File: src/verilog/fbp_pkg.sv
// Package with register map, field positions and reset values of the port.
package fbp_pkg;
	localparam logic [11:0] ADDR_OUT_LATCH = 12'h000;
	localparam logic [11:0] ADDR_IN_READBACK = 12'h00d;
	localparam logic [11:0] ADDR_DIR_CTRL = 12'hf1a;
	localparam logic [11:0] ADDR_PULLUP_EN = 12'hf27;
	localparam logic [11:0] ADDR_OSC_FUNC = 12'hf34;
	localparam logic [3:0] RST_OUT_LATCH = 4'h0;
	localparam logic [3:0] RST_DIR_CTRL = 4'h0;
	localparam logic [3:0] RST_PULLUP_EN = 4'h0;
	localparam logic [3:0] RST_OSC_FUNC = 4'h1;
	localparam int HF_SEL_BIT = 0;
	localparam int LF_SEL_BIT = 2;
	localparam logic [3:0] OSC_FUNC_WMASK = 4'h5;
	localparam logic [3:0] HF_PIN_MASK = 4'h3;
	localparam logic [3:0] LF_PIN_MASK = 4'hc;

	typedef struct packed {
		logic [11:0] addr;
		logic [7:0] wdata;
		logic wr;
		logic rd;
	} fbp_req_t;

	typedef struct packed {
		logic [3:0] out_val;
		logic [3:0] out_en;
		logic [3:0] pullup_en;
	} fbp_pad_t;
endpackage

File: src/verilog/fbp_pin_ctrl.sv
// Per-pin drive, pull-up and readback gating for the four port pins.
module fbp_pin_ctrl (
	input wire logic [3:0] latch,
	input wire logic [3:0] dir,
	input wire logic [3:0] pu_en,
	input wire logic [3:0] osc_func,
	input wire logic [3:0] pin_in,
	output fbp_pkg::fbp_pad_t pad,
	output logic [3:0] readback
);
	logic [3:0] osc_owned;

	always_comb begin
		osc_owned = ({4{osc_func[fbp_pkg::HF_SEL_BIT]}} & fbp_pkg::HF_PIN_MASK)
			| ({4{osc_func[fbp_pkg::LF_SEL_BIT]}} & fbp_pkg::LF_PIN_MASK);
		pad.out_val = latch;
		pad.out_en = dir;
		pad.pullup_en = pu_en & ~dir;
		readback = pin_in & ~dir & ~osc_owned;
	end
endmodule // fbp_pin_ctrl

File: src/verilog/fbp_port.sv
// Four-bit port with oscillator pin sharing and its register file.
//
// Implementation choice: the address-and-strobe port.
module fbp_port (
	input wire logic ref_clk,
	input wire logic rst,
	input fbp_pkg::fbp_req_t req,
	output logic [7:0] rdata,
	input wire logic hf_osc_enable,
	input wire logic [3:0] pin_in,
	output logic [3:0] pin_out,
	output logic [3:0] pin_oe,
	output logic [3:0] pin_pullup,
	output logic sysclk_reset
);

	// Register images keep only the low nibble; upper bits are not stored.
	logic [3:0] latch_q;
	logic [3:0] dir_q;
	logic [3:0] pullup_q;
	logic [3:0] osc_q;
	// Pin levels after mode and oscillator gating.
	logic [3:0] readback;
	// Image of the addressed register before the read strobe gates it.
	logic [7:0] rimage;
	logic [7:0] rdata_q;
	logic [7:0] rdata_d;
	logic sysclk_reset_q;
	// Pad controls as the pin module computes them.
	fbp_pkg::fbp_pad_t pad;

	// One select per mapped address; sel_none marks a hole in the map.
	logic sel_latch;
	logic sel_readback;
	logic sel_dir;
	logic sel_pullup;
	logic sel_osc;
	logic sel_none;

	// Write enables of the four writable registers.
	logic we_latch;
	logic we_dir;
	logic we_pullup;
	logic we_osc;

	// Write data as they land in the register images.
	logic [3:0] wnib;
	logic [3:0] wnib_osc;

	// Set when software deselects the fast oscillator pins while it runs.
	logic hf_drop;

	// Address compare and nibble conversions serve every register alike.
	function automatic logic addr_is(
		input logic [11:0] a,
		input logic [11:0] reg_addr
	);
		addr_is = (a == reg_addr);
	endfunction

	// Write data bits 7 to 4 are dropped here.
	function automatic logic [3:0] low_nibble(
		input logic [7:0] v
	);
		low_nibble = v[3:0];
	endfunction

	// Upper bits of every register read as 0.
	function automatic logic [7:0] as_byte(
		input logic [3:0] v
	);
		as_byte = {4'h0, v};
	endfunction

	// Only an exact address match selects a register; nothing is
	// mirrored, so software cannot reach a register through an alias.
	always_comb begin
		sel_latch = addr_is(req.addr, fbp_pkg::ADDR_OUT_LATCH);
		sel_readback = addr_is(req.addr, fbp_pkg::ADDR_IN_READBACK);
		sel_dir = addr_is(req.addr, fbp_pkg::ADDR_DIR_CTRL);
		sel_pullup = addr_is(req.addr, fbp_pkg::ADDR_PULLUP_EN);
		sel_osc = addr_is(req.addr, fbp_pkg::ADDR_OSC_FUNC);
		sel_none = !(sel_latch || sel_readback || sel_dir
			|| sel_pullup || sel_osc);
	end

	// The readback address has no write enable: writes there are lost.
	always_comb begin
		we_latch = req.wr && sel_latch;
		we_dir = req.wr && sel_dir;
		we_pullup = req.wr && sel_pullup;
		we_osc = req.wr && sel_osc;
	end

	// Bits 1 and 3 of the oscillator function register are held at 0.
	always_comb begin
		wnib = low_nibble(req.wdata);
		wnib_osc = low_nibble(req.wdata) & fbp_pkg::OSC_FUNC_WMASK;
	end

	// A latch write also lands while the pin is an input, so the pin
	// drives the new level the moment it is turned to output.
	always_ff @(posedge ref_clk) begin
		if (rst) begin
			latch_q <= fbp_pkg::RST_OUT_LATCH;
		end else if (we_latch) begin
			latch_q <= wnib;
		end
	end

	// Oscillator pins may be set to output; software is trusted to avoid
	// it, as the bus has no way to refuse a write.
	always_ff @(posedge ref_clk) begin
		if (rst) begin
			dir_q <= fbp_pkg::RST_DIR_CTRL;
		end else if (we_dir) begin
			dir_q <= wnib;
		end
	end

	// Enables of output pins are stored but stay inert until input mode.
	always_ff @(posedge ref_clk) begin
		if (rst) begin
			pullup_q <= fbp_pkg::RST_PULLUP_EN;
		end else if (we_pullup) begin
			pullup_q <= wnib;
		end
	end

	// The fast select leaves reset at 1, so its pins start owned.
	always_ff @(posedge ref_clk) begin
		if (rst) begin
			osc_q <= fbp_pkg::RST_OSC_FUNC;
		end else if (we_osc) begin
			osc_q <= wnib_osc;
		end
	end

	// Any such write counts, even one that leaves the select at 0, so a
	// repeated write cannot slip past the request.
	always_comb begin
		hf_drop = we_osc && hf_osc_enable
			&& !req.wdata[fbp_pkg::HF_SEL_BIT];
	end

	// The reset request is a one-cycle pulse after the offending write.
	always_ff @(posedge ref_clk) begin
		if (rst) begin
			sysclk_reset_q <= 1'h0;
		end else begin
			sysclk_reset_q <= hf_drop;
		end
	end

	// Pin gating and the pad drive sit in their own module.
	fbp_pin_ctrl i_fbp_pin_ctrl (
		.latch(latch_q),
		.dir(dir_q),
		.pu_en(pullup_q),
		.osc_func(osc_q),
		.pin_in(pin_in),
		.pad(pad),
		.readback(readback)
	);

	// Unmapped addresses fall to the default and read 0.
	always_comb begin
		rimage = 8'h00;
		case (req.addr)
			fbp_pkg::ADDR_OUT_LATCH: begin
				rimage = as_byte(latch_q);
			end
			fbp_pkg::ADDR_IN_READBACK: begin
				rimage = as_byte(readback);
			end
			fbp_pkg::ADDR_DIR_CTRL: begin
				rimage = as_byte(dir_q);
			end
			fbp_pkg::ADDR_PULLUP_EN: begin
				rimage = as_byte(pullup_q);
			end
			fbp_pkg::ADDR_OSC_FUNC: begin
				rimage = as_byte(osc_q);
			end
			default: begin
				rimage = 8'h00;
			end
		endcase
	end

	// Read data stand only in the cycle after the strobe and are 0 at
	// all other times, so a stray sample never shows stale contents.
	always_comb begin
		rdata_d = 8'h00;
		if (req.rd && !sel_none) begin
			rdata_d = rimage;
		end
	end

	// A single flop lies between pins and bus: the readback is one
	// sample of the pin levels, taken at the read strobe.
	always_ff @(posedge ref_clk) begin
		if (rst) begin
			rdata_q <= 8'h00;
		end else begin
			rdata_q <= rdata_d;
		end
	end

	// Pad controls come from the pin module; rdata and the reset request
	// come straight from flops here.
	assign rdata = rdata_q;
	assign pin_out = pad.out_val;
	assign pin_oe = pad.out_en;
	assign pin_pullup = pad.pullup_en;
	assign sysclk_reset = sysclk_reset_q;
endmodule // fbp_port
File: config.mk
export PLATFORM = sky130hd
export DESIGN_NAME = fbp_port
export DESIGN_NICKNAME = d
export VERILOG_FILES = /design/src/verilog/fbp_pkg.sv /design/src/verilog/fbp_pin_ctrl.sv /design/src/verilog/fbp_port.sv
export SDC_FILE = /design/constraint.sdc
export NUM_CORES = 1
export LEC_CHECK = 0
export BUFFER_PORTS_ARGS = -buffer_cell sky130_fd_sc_hd__clkbuf_2
export CORE_AREA = 2 2 69 71
export DETAILED_ROUTE_END_ITERATION = 16
export DIE_AREA = 0 0 71 73
export PLACE_DENSITY = 0.57
export SLEW_MARGIN = 10
export SYNTH_ARGS = -nofsm -noshare
export SYNTH_HDL_FRONTEND = slang
export SYNTH_HIERARCHICAL = 1
export SYNTH_SLANG_ARGS = --single-unit
export TNS_END_PERCENT = 50
File: constraint.sdc
create_clock -name ref_clk -period 2.8 [get_ports ref_clk]
set_input_delay 0.7 -clock ref_clk [delete_from_list [all_inputs] [get_ports ref_clk]]
set_output_delay 0.7 -clock ref_clk [all_outputs]
set_load 0.02 [all_outputs]
==> run summary, run 1 <==
gr usage total: 11.09%
Reg area: 380.4 sq um
outcome: complete, no violations
Routed WL: 2.807 mm
Initial Util: 23.34%
Crit. End Element: flop
Detail Placement HPWL: 2.179 mm
met1 usage: 14.02%
Synth Flop Type: dfxtp_1
core footprint: 4536 sq um
Hold Buf Count CTS: 0
Yosys reg bits: 19
Post-Layout Cell Count: 219
crit path DAT: 2.40 ns
r2r setup slk: 1.87 ns
Vias per Instance: 4.849
maximum fanout along the worst path: 8
Post-CTS Setup Bufs: 0
Clock Tree Root: clkbuf_8
Worst R2R Start: dir_q[3]$_SDFFE_PP0P_
Async SR Flop Fraction: 0%
leakage power: 0.5264 nW
Post-synth EDFFs: 0
nets@finish: 195
Max-Cap Viols: 0
CP endpoint: pullup_q[1]$_SDFFE_PP0P_
WP data required: 2.99 ns
Most Used Layer, Global Route: met2
placer congestion estimate: 0.7974
Wirelength per Cell: 12.82 um
Reg2Reg Depth: 3
clock skew: 0.0007154 ns
FF-to-FF End: rdata[3]$_SDFF_PP0_
die area: 5183 sq um
Mean Syn Cell Area: 8.401 sq um
max-slew violation count: 0
Placed Instances: 215
Worst Hold Path Cells: 2
mapped cell area: 1059 sq um
I/O Pins: 50
initial antenna violation count: 0
Pwr Density: 388.8 nW/um^2
vias in the first global route: 940
Final Cycle Share: 78.90%
CTS tree: done
Tmin final: 2.209 ns
worst hold path class: flop to flop
critical setup path kind: input pin to flop
Seq/Total Area, Yosys: 35.93%
Sink Count: 19
cells after synthesis: 126
post-route setup TNS: 0 ns
Synth top cells by count: nand2_1, dfxtp_1, a21oi_1, nand3_1, buf_4
Post-route DRC: 0
count of different cell masters after synthesis: 29
remaining antenna violation count: 0
Filler Cell Count: 478
Multi-input gate area: 584.3 sq um
Final Util: 29.38%
via count: 1062
first-pass GRT wire length: 4.491 mm
worst skew pair latency: 0.26 ns
post-cts sizing count: 0
I/O Buffers: 41
unrepaired setup endpoints after global routing: false
top post-synthesis cells by area: dfxtp_1, buf_4, nand2_1
Die X-Extent: 71 um
GRT overflow: 0
H-Tree Level Count: 1
Die Y: 73 um
Final setup viols: 0
met3 GRT Util: 2.348%
Synth area leader: dfxtp_1
Worst Setup SP: req[13]
Hold WS: 0.4686 ns
Worst setup SP type: input pin
Warnings, synthesis: 6
pin count of the biggest net entering global routing: 19
top cell type's share of synthesized area: 35.93%
clk buf depth: 2
Pre-antenna DRT Iters: 5
Num CTS Buffers: 3
Clock Pin Slew Worst Setup and Hold Paths: 0.08 ns
Max rail drop VDD: 0.1320 mV
met2 GRT Util: 17.34%
Max Clock Freq: 452.6 MHz
row cnt: 25
area delta synth->final: 25.89%
layout cell share with drive strength beyond 1: 37.58%
final hold viol count: 0
most numerous cell in the Yosys netlist: nand2_1
antenna cells: 0
Starting DRT DRC Count: 69
==> where the power goes <==
| group | internal [mW] | leakage, nW | switching (mW) |
|---|---|---|---|
| registers | 0.270 | 0.153 | 0.0000210 |
| logic | 0.0196 | 0.348 | 0.0298 |
| clock network | 0.0993 | 0.0255 | 0.0994 |
==> cell families (layout without fill, tap and decap cells) <==
group	after synthesis	count (layout)	share of synthesized area, %
buffers and inverters	16	52	9.929
other	1	4	0.3543
AOI/OAI and AO/OA	24	24	13.83
DFF	19	19	35.93
and+or+nand+nor	66	66	39.95
==> worst min-delay path by stage <==
stage                                        start                        to  slack, ns
after CTS                 pullup_q[2]$_SDFFE_PP0P_  pullup_q[2]$_SDFFE_PP0P_       0.47
after detailed placement  pullup_q[2]$_SDFFE_PP0P_  pullup_q[2]$_SDFFE_PP0P_       0.46
after global placement    pullup_q[2]$_SDFFE_PP0P_  pullup_q[2]$_SDFFE_PP0P_       0.46
final                     pullup_q[2]$_SDFFE_PP0P_  pullup_q[2]$_SDFFE_PP0P_       0.47
after floorplan           pullup_q[2]$_SDFFE_PP0P_  pullup_q[2]$_SDFFE_PP0P_       0.43
after global routing      pullup_q[2]$_SDFFE_PP0P_  pullup_q[2]$_SDFFE_PP0P_       0.49
==> through the flow <==
stage | power [mW] | cell area [sq um] | worst slack (ns)
after CTS | 0.5248 | 1333 | 0.5796
after floorplan | 0.3045 | 1070 | 0.4956
after global routing | 0.5417 | 1333 | 0.5118
after global placement | 0.3257 | 1286 | 0.3105
after detailed placement | 0.3257 | 1286 | 0.3095
final | 0.5180 | 1333 | 0.5908
==> placed cells by master (no fill, tap or decap), types with 2 or more instances in the layout <==
master,n
nand3_1,14
a222oi_1,2
a22oi_1,4
nand2_1,24
a31oi_1,2
nor4_4,2
clkbuf_8,3
or4_1,2
nor2b_1,4
a21oi_1,15
nand3b_1,2
nor4_2,2
nor3b_1,4
dfxtp_1,19
conb_1,4
clkbuf_2,41
or3b_2,2
buf_4,6
==> per-layer routing <==
layer / routed length (um) / vias to the layer above
li1: - / 525
met1: 1227 / 488
met2: 1300 / 44
met3: 201 / 5
met4: 77 / 0
met5: 0 / -
==> sequential cells by signal, summed over array words and instances (netlist names) <==
signal        cells
dir_q             4
latch_q           4
pullup_q          4
rdata             4
osc_q             2
sysclk_reset      1
==> final cells by class <==
cell class / count / area share (%)
clock buffer: 3 / 3.099
clock inverter: 1 / 0.3756
inverter: 1 / 0.2817
multi-input combinational: 94 / 43.85
sequential: 19 / 28.54
tap: 54 / 5.070
timing repair buffer: 47 / 18.78
==> critical path, cell delays in order <==
cell and delay, ns:
clkbuf_2 0.09, or3_4 0.42, or4_4 0.54, nor3b_4 0.22, buf_4 0.20, nand3_1 0.08
a21oi_1 0.16
Power figures use the tool's default switching activity.
==> inputs of run 2 (changes only) <==
- ABC_AREA: not set -> 1
- CORE_AREA: 2 2 69 71 -> 2 2 75 77
- DIE_AREA: 0 0 71 73 -> 0 0 77 79
- clock period: 2.8 -> 1.85 ns (I/O delays scaled with it)
==> run summary, run 2 <==
final hold viol count: 0 (unchanged)
CTS tree: done
clk buf depth: 2 (unchanged)
worst skew pair latency: 0.26 ns (about the same)
Pwr Density: 518.7 nW/um^2 (+33%)
Die X-Extent: 77 um (+8.5%)
Wirelength per Cell: 10.70 um (-17%)
Max rail drop VDD: 0.1766 mV (+34%)
Pre-antenna DRT Iters: 4 (-1)
met2 GRT Util: 19.21% (+1.9 points)
mapped cell area: 1285 sq um (+21%)
most numerous cell in the Yosys netlist: nor2_1
Hold WS: 0.4310 ns (-0.03764 ns)
Worst setup SP type: flop
Max-Cap Viols: 0 (unchanged)
nets@finish: 247 (+27%)
H-Tree Level Count: 1 (unchanged)
row cnt: 27 (+8.0%)
post-route setup TNS: 0 ns (unchanged)
Sink Count: 19 (unchanged)
Clock Tree Root: clkbuf_8
remaining antenna violation count: 0 (unchanged)
antenna cells: 0 (unchanged)
Synth Flop Type: dfxtp_1
unrepaired setup endpoints after global routing: false
crit path DAT: 0.97 ns (-1.43 ns)
maximum fanout along the worst path: 3 (-5)
area delta synth->final: 20.64%
cells after synthesis: 181 (+44%)
top post-synthesis cells by area: dfxtp_1, nor2_1, inv_1
Post-route DRC: 0 (unchanged)
Synth top cells by count: nor2_1, inv_1, dfxtp_1, nand2_1
Tmin final: 1.431 ns
r2r setup slk: 0.84 ns (-1.03 ns)
Vias per Instance: 4.135 (-15%)
via count: 1195 (+13%)
most frequent cells in the layout: clkbuf_2, nor2_1, inv_1
placer congestion estimate: 0.8315 (+4.3%)
top cell type's share of synthesized area: 29.60% (-6.3 points)
vias in the first global route: 1168 (+24%)
met3 GRT Util: 4.091% (+1.7 points)
Yosys reg bits: 19 (unchanged)
worst hold path class: input pin to flop
die area: 6083 sq um (+17%)
GRT overflow: 0 (unchanged)
Final Cycle Share: 77.34%
Hold Buf Count CTS: 0 (unchanged)
leakage power: 0.7305 nW (+39%)
layout cell share with drive strength beyond 1: 32.72% (-4.9 points)
Setup WS pre-CTS: 0.3467 ns (+0.03728 ns)
first-pass GRT wire length: 5.216 mm (+16%)
I/O Buffers: 41 (unchanged)
Die Y: 79 um (+8.2%)
clock skew: 0.006034 ns (+0.005319 ns)
pin count of the biggest net entering global routing: 11 (-8)
Final Util: 29.04% (-0.34 points)
Post-synth EDFFs: 0 (unchanged)
gr usage total: 10.72% (-0.37 points)
Initial Util: 24.07% (+0.74 points)
max-slew violation count: 0 (unchanged)
Clock Pin Slew Worst Setup and Hold Paths: 0.07 ns (about the same)
Post-CTS Setup Bufs: 0 (unchanged)
count of different cell masters after synthesis: 23 (-21%)
Num CTS Buffers: 3 (unchanged)
Routed WL: 3.093 mm (+10%)
Synth area leader: dfxtp_1
WP data required: 1.39 ns (-1.60 ns)
Warnings, synthesis: 6 (unchanged)
met1 usage: 12.41% (-1.6 points)
core footprint: 5338 sq um (+18%)
commonest non-fill, non-tap cell in the layout: clkbuf_2
Mean Syn Cell Area: 7.099 sq um (-15%)
I/O Pins: 50 (unchanged)
Crit. End Element: output port
critical setup path kind: flop to output port
Starting DRT DRC Count: 52 (-25%)
Most Used Layer, Global Route: met2
Max Clock Freq: 698.9 MHz
Final setup viols: 0 (unchanged)
Async SR Flop Fraction: 0% (unchanged)
post-cts sizing count: 0 (unchanged)
PnR worst setup slack: 0.4192 ns (-0.1716 ns)
outcome: complete, no violations
Detail Placement HPWL: 2.588 mm (+19%)
initial antenna violation count: 0 (unchanged)
Seq/Total Area, Yosys: 29.60% (-6.3 points)
-- run 2: changes by cell type after synthesis, sizes merged, moves of 5 or more --
cell | previous run | this run
nor4 | 5 | 0
a21oi | 15 | 7
inv | 1 | 28
o21ai | 1 | 20
nor3 | 0 | 9
nand4 | 1 | 7
nor3b | 5 | 0
nor2 | 0 | 39
-- run 2: path summary, 6_finish.rpt --
kind	start	endpoint	cells after the start
setup / recovery	pullup_q[0]$_SDFFE_PP0P_	pin_pullup[0]	3
hold / removal	rst	osc_q[0]$_SDFFE_PP1N_	3
hold reg to reg	latch_q[0]$_SDFFE_PP0P_	latch_q[0]$_SDFFE_PP0P_	2
setup reg to reg	dir_q[0]$_SDFFE_PP0P_	rdata[0]$_SDFF_PP0_	7
-- run 2: per-stage QoR --
stage               power (mW)  cell area [sq um]  cells
global route            0.8452               1550    289
finish                  0.8041               1550    289
CTS                     0.8146               1550    289
detailed placement      0.5270               1505    285
floorplan               0.4861               1296    184
global placement        0.5262               1505    285
-- run 2: kinds of logic (layout without fill, tap and decap cells) --
family / count (synthesis) / after routing / synth area share (%)
buffers and inverters: 41 / 74 / 15.48
DFF: 19 / 19 / 29.60
AOI/OAI and AO/OA: 28 / 28 / 11.39
and+or+nand+nor: 92 / 92 / 43.23
other: 1 / 4 / 0.2918
-- run 2: worst max-delay path: stages (launching register included) --
cell and delay [ns]:
dfxtp_1 0.36, inv_1 0.05, nor2_1 0.11, clkbuf_2 0.19
-- run 2: layer usage --
layer	wire [um]	share of wire [%]
met1	1354	44
met3	243	7.9
met2	1487	48
met4	8	0.26
met5	0	0
-- run 2: final cells by class --
class	count	area, sq um
flip-flops and latches	19	380.4
repair buffers	42	212.7
inverters	28	105.1
fillers	632	3787
multi-input cells	124	716.9
well taps	72	90.09
clock buffers	4	45.04
-- run 2: report_power, final --
part	switching [mW]	internal [mW]
Combinational	0.0723	0.0360
Clock	0.134	0.153
Sequential	0.0000577	0.409
Total	0.206	0.598
==> inputs of run 3 (changes only) <==
- clock period: 1.85 -> 1.3 ns (I/O delays scaled with it)
==> run summary, run 3 (synthesis gave the netlist of run 2 again) <==
WP buf/inv: 1 (-1)
Clock Tree Root: clkbuf_8
Placed Instances: 289 (+1.4%)
I/O Pins: 50 (unchanged)
outcome: complete, no violations
Tmin final: 1.240 ns
Pwr Density: 718.0 nW/um^2 (+38%)
CTS tree: done
Clock Pin Slew Worst Setup and Hold Paths: 0.08 ns (about the same)
switching pwr: 0.3025 mW (+47%)
unrepaired setup endpoints after global routing: true
most frequent cells in the layout: clkbuf_2, nor2_1, inv_1
worst hold path class: input pin to flop
Die Y: 79 um (unchanged)
layout cell share with drive strength beyond 1: 37.56% (+4.8 points)
worst-path cell chain: nor2_1 -> clkbuf_2
part of the power in registers: 50.3% (-0.6 points)
Initial Util: 24.07% (unchanged)
worst skew pair latency: 0.26 ns (about the same)
Max rail drop VDD: 0.2665 mV (+51%)
Power Total: 1.156 mW (+44%)
PnR worst setup slack: 0.05965 ns (-0.3595 ns)
post-cts sizing count: 3 (+3)
Final Cycle Share: 95.41%
Max-Cap Viols: 0 (unchanged)
die area: 6083 sq um (unchanged)
Detail Placement HPWL: 2.626 mm (+1.5%)
placer congestion estimate: 0.7987 (-3.9%)
H-Tree Level Count: 1 (unchanged)
nets@finish: 251 (+1.6%)
via count: 1231 (+3.0%)
Max Clock Freq: 806.2 MHz
Crit. End Element: output port
Comb pwr share: 14.1% (+0.6 points)
Die X-Extent: 77 um (unchanged)
Wirelength per Cell: 10.77 um (+0.68%)
initial antenna violation count: 0 (unchanged)
Worst setup SP type: flop
first-pass GRT wire length: 5.416 mm (+3.8%)
gr usage total: 11.11% (+0.40 points)
Pre-antenna DRT Iters: 4 (unchanged)
I/O Buffers: 41 (unchanged)
leakage power: 0.7605 nW (+4.1%)
remaining antenna violation count: 0 (unchanged)
critical setup path kind: flop to output port
final hold viol count: 0 (unchanged)
Routed WL: 3.157 mm (+2.1%)
WP data required: 0.98 ns (-0.41 ns)
Starting DRT DRC Count: 33 (-37%)
Post-CTS Setup Bufs: 0 (unchanged)
GRT overflow: 0 (unchanged)
Hold Buf Count CTS: 0 (unchanged)
Clock power frac: 35.6% (about the same)
post-route setup TNS: 0 ns (unchanged)
core footprint: 5338 sq um (unchanged)
slowest CP cell: dfxtp_1
cell family with most CP delay: flip-flops
pin count of the biggest net entering global routing: 12 (+1)
clock skew: 0.009121 ns (+0.003087 ns)
Setup WS pre-CTS: -0.06934 ns (-0.4161 ns)
Final setup viols: 0 (unchanged)
commonest non-fill, non-tap cell in the layout: clkbuf_2
clk buf depth: 2 (unchanged)
maximum fanout along the worst path: 5 (+2)
area delta synth->final: 25.32%
Worst path max stage delay: 0.36 ns (about the same)
max-slew violation count: 0 (unchanged)
Final Util: 30.17% (+1.1 points)
Post-Layout Cell Count: 293 (+1.4%)
Vias per Instance: 4.201 (+1.6%)
Num CTS Buffers: 3 (unchanged)
Switching Fraction: 26.16% (+0.54 points)
Sink Count: 19 (unchanged)
Pint: 0.8537 mW (+43%)
row cnt: 27 (unchanged)
vias in the first global route: 1201 (+2.8%)
antenna cells: 0 (unchanged)
crit path DAT: 0.92 ns (-0.05 ns)
Post-route DRC: 0 (unchanged)
-- run 3: final timing paths --
path                                start                       to  slack, ns  cells after the start
setup / recovery    dir_q[3]$_SDFFE_PP0P_            pin_pullup[3]       0.06                      2
hold / removal                        rst    osc_q[0]$_SDFFE_PP1N_       0.28                      3
setup reg to reg    dir_q[3]$_SDFFE_PP0P_      rdata[3]$_SDFF_PP0_       0.29                      7
hold reg to reg   latch_q[2]$_SDFFE_PP0P_  latch_q[2]$_SDFFE_PP0P_       0.47                      2
-- run 3: per-layer routing --
layer	wire length (um)	vias to the layer above	share of wire, %	track usage (%)
li1	-	652	-	-
met1	1476	555	47	13.75
met2	1549	21	49	19.56
met3	122	3	3.9	3.295
met4	9	0	0.29	1.607
met5	0	-	0	0
-- run 3: area by class of cell --
| class | count | area, sq um |
|---|---|---|
| fill | 620 | 3727 |
| sequential | 19 | 387.9 |
| tap | 72 | 90.09 |
| clock inverter | 1 | 5.005 |
| timing repair buffer | 46 | 261.5 |
| clock buffer | 3 | 41.29 |
| multi-input combinational | 124 | 719.4 |
| inverter | 28 | 105.1 |
-- run 3: tightest hold or removal path: cells and delay by family --
kind	cells	cell delay, ns
buffers and inverters	1	0.10
AOI/OAI and AO/OA	2	0.09
-- run 3: power by group through the flow --
stage / combinational [mW] / clock, mW / sequential [mW]
final: 0.163 / 0.411 / 0.582
after global routing: 0.179 / 0.465 / 0.581
after CTS: 0.164 / 0.427 / 0.582
after detailed placement: 0.164 / 0 / 0.595
after global placement: 0.163 / 0 / 0.595
after floorplan: 0.0965 / 0 / 0.595
-- run 3: metrics by stage --
step | hold slack (ns) | cell area (sq um)
after global placement | 0.4599 | 1548
after CTS | 0.2899 | 1599
after floorplan | 0.4247 | 1296
after global routing | 0.2884 | 1610
after detailed placement | 0.4597 | 1548
final | 0.2845 | 1610
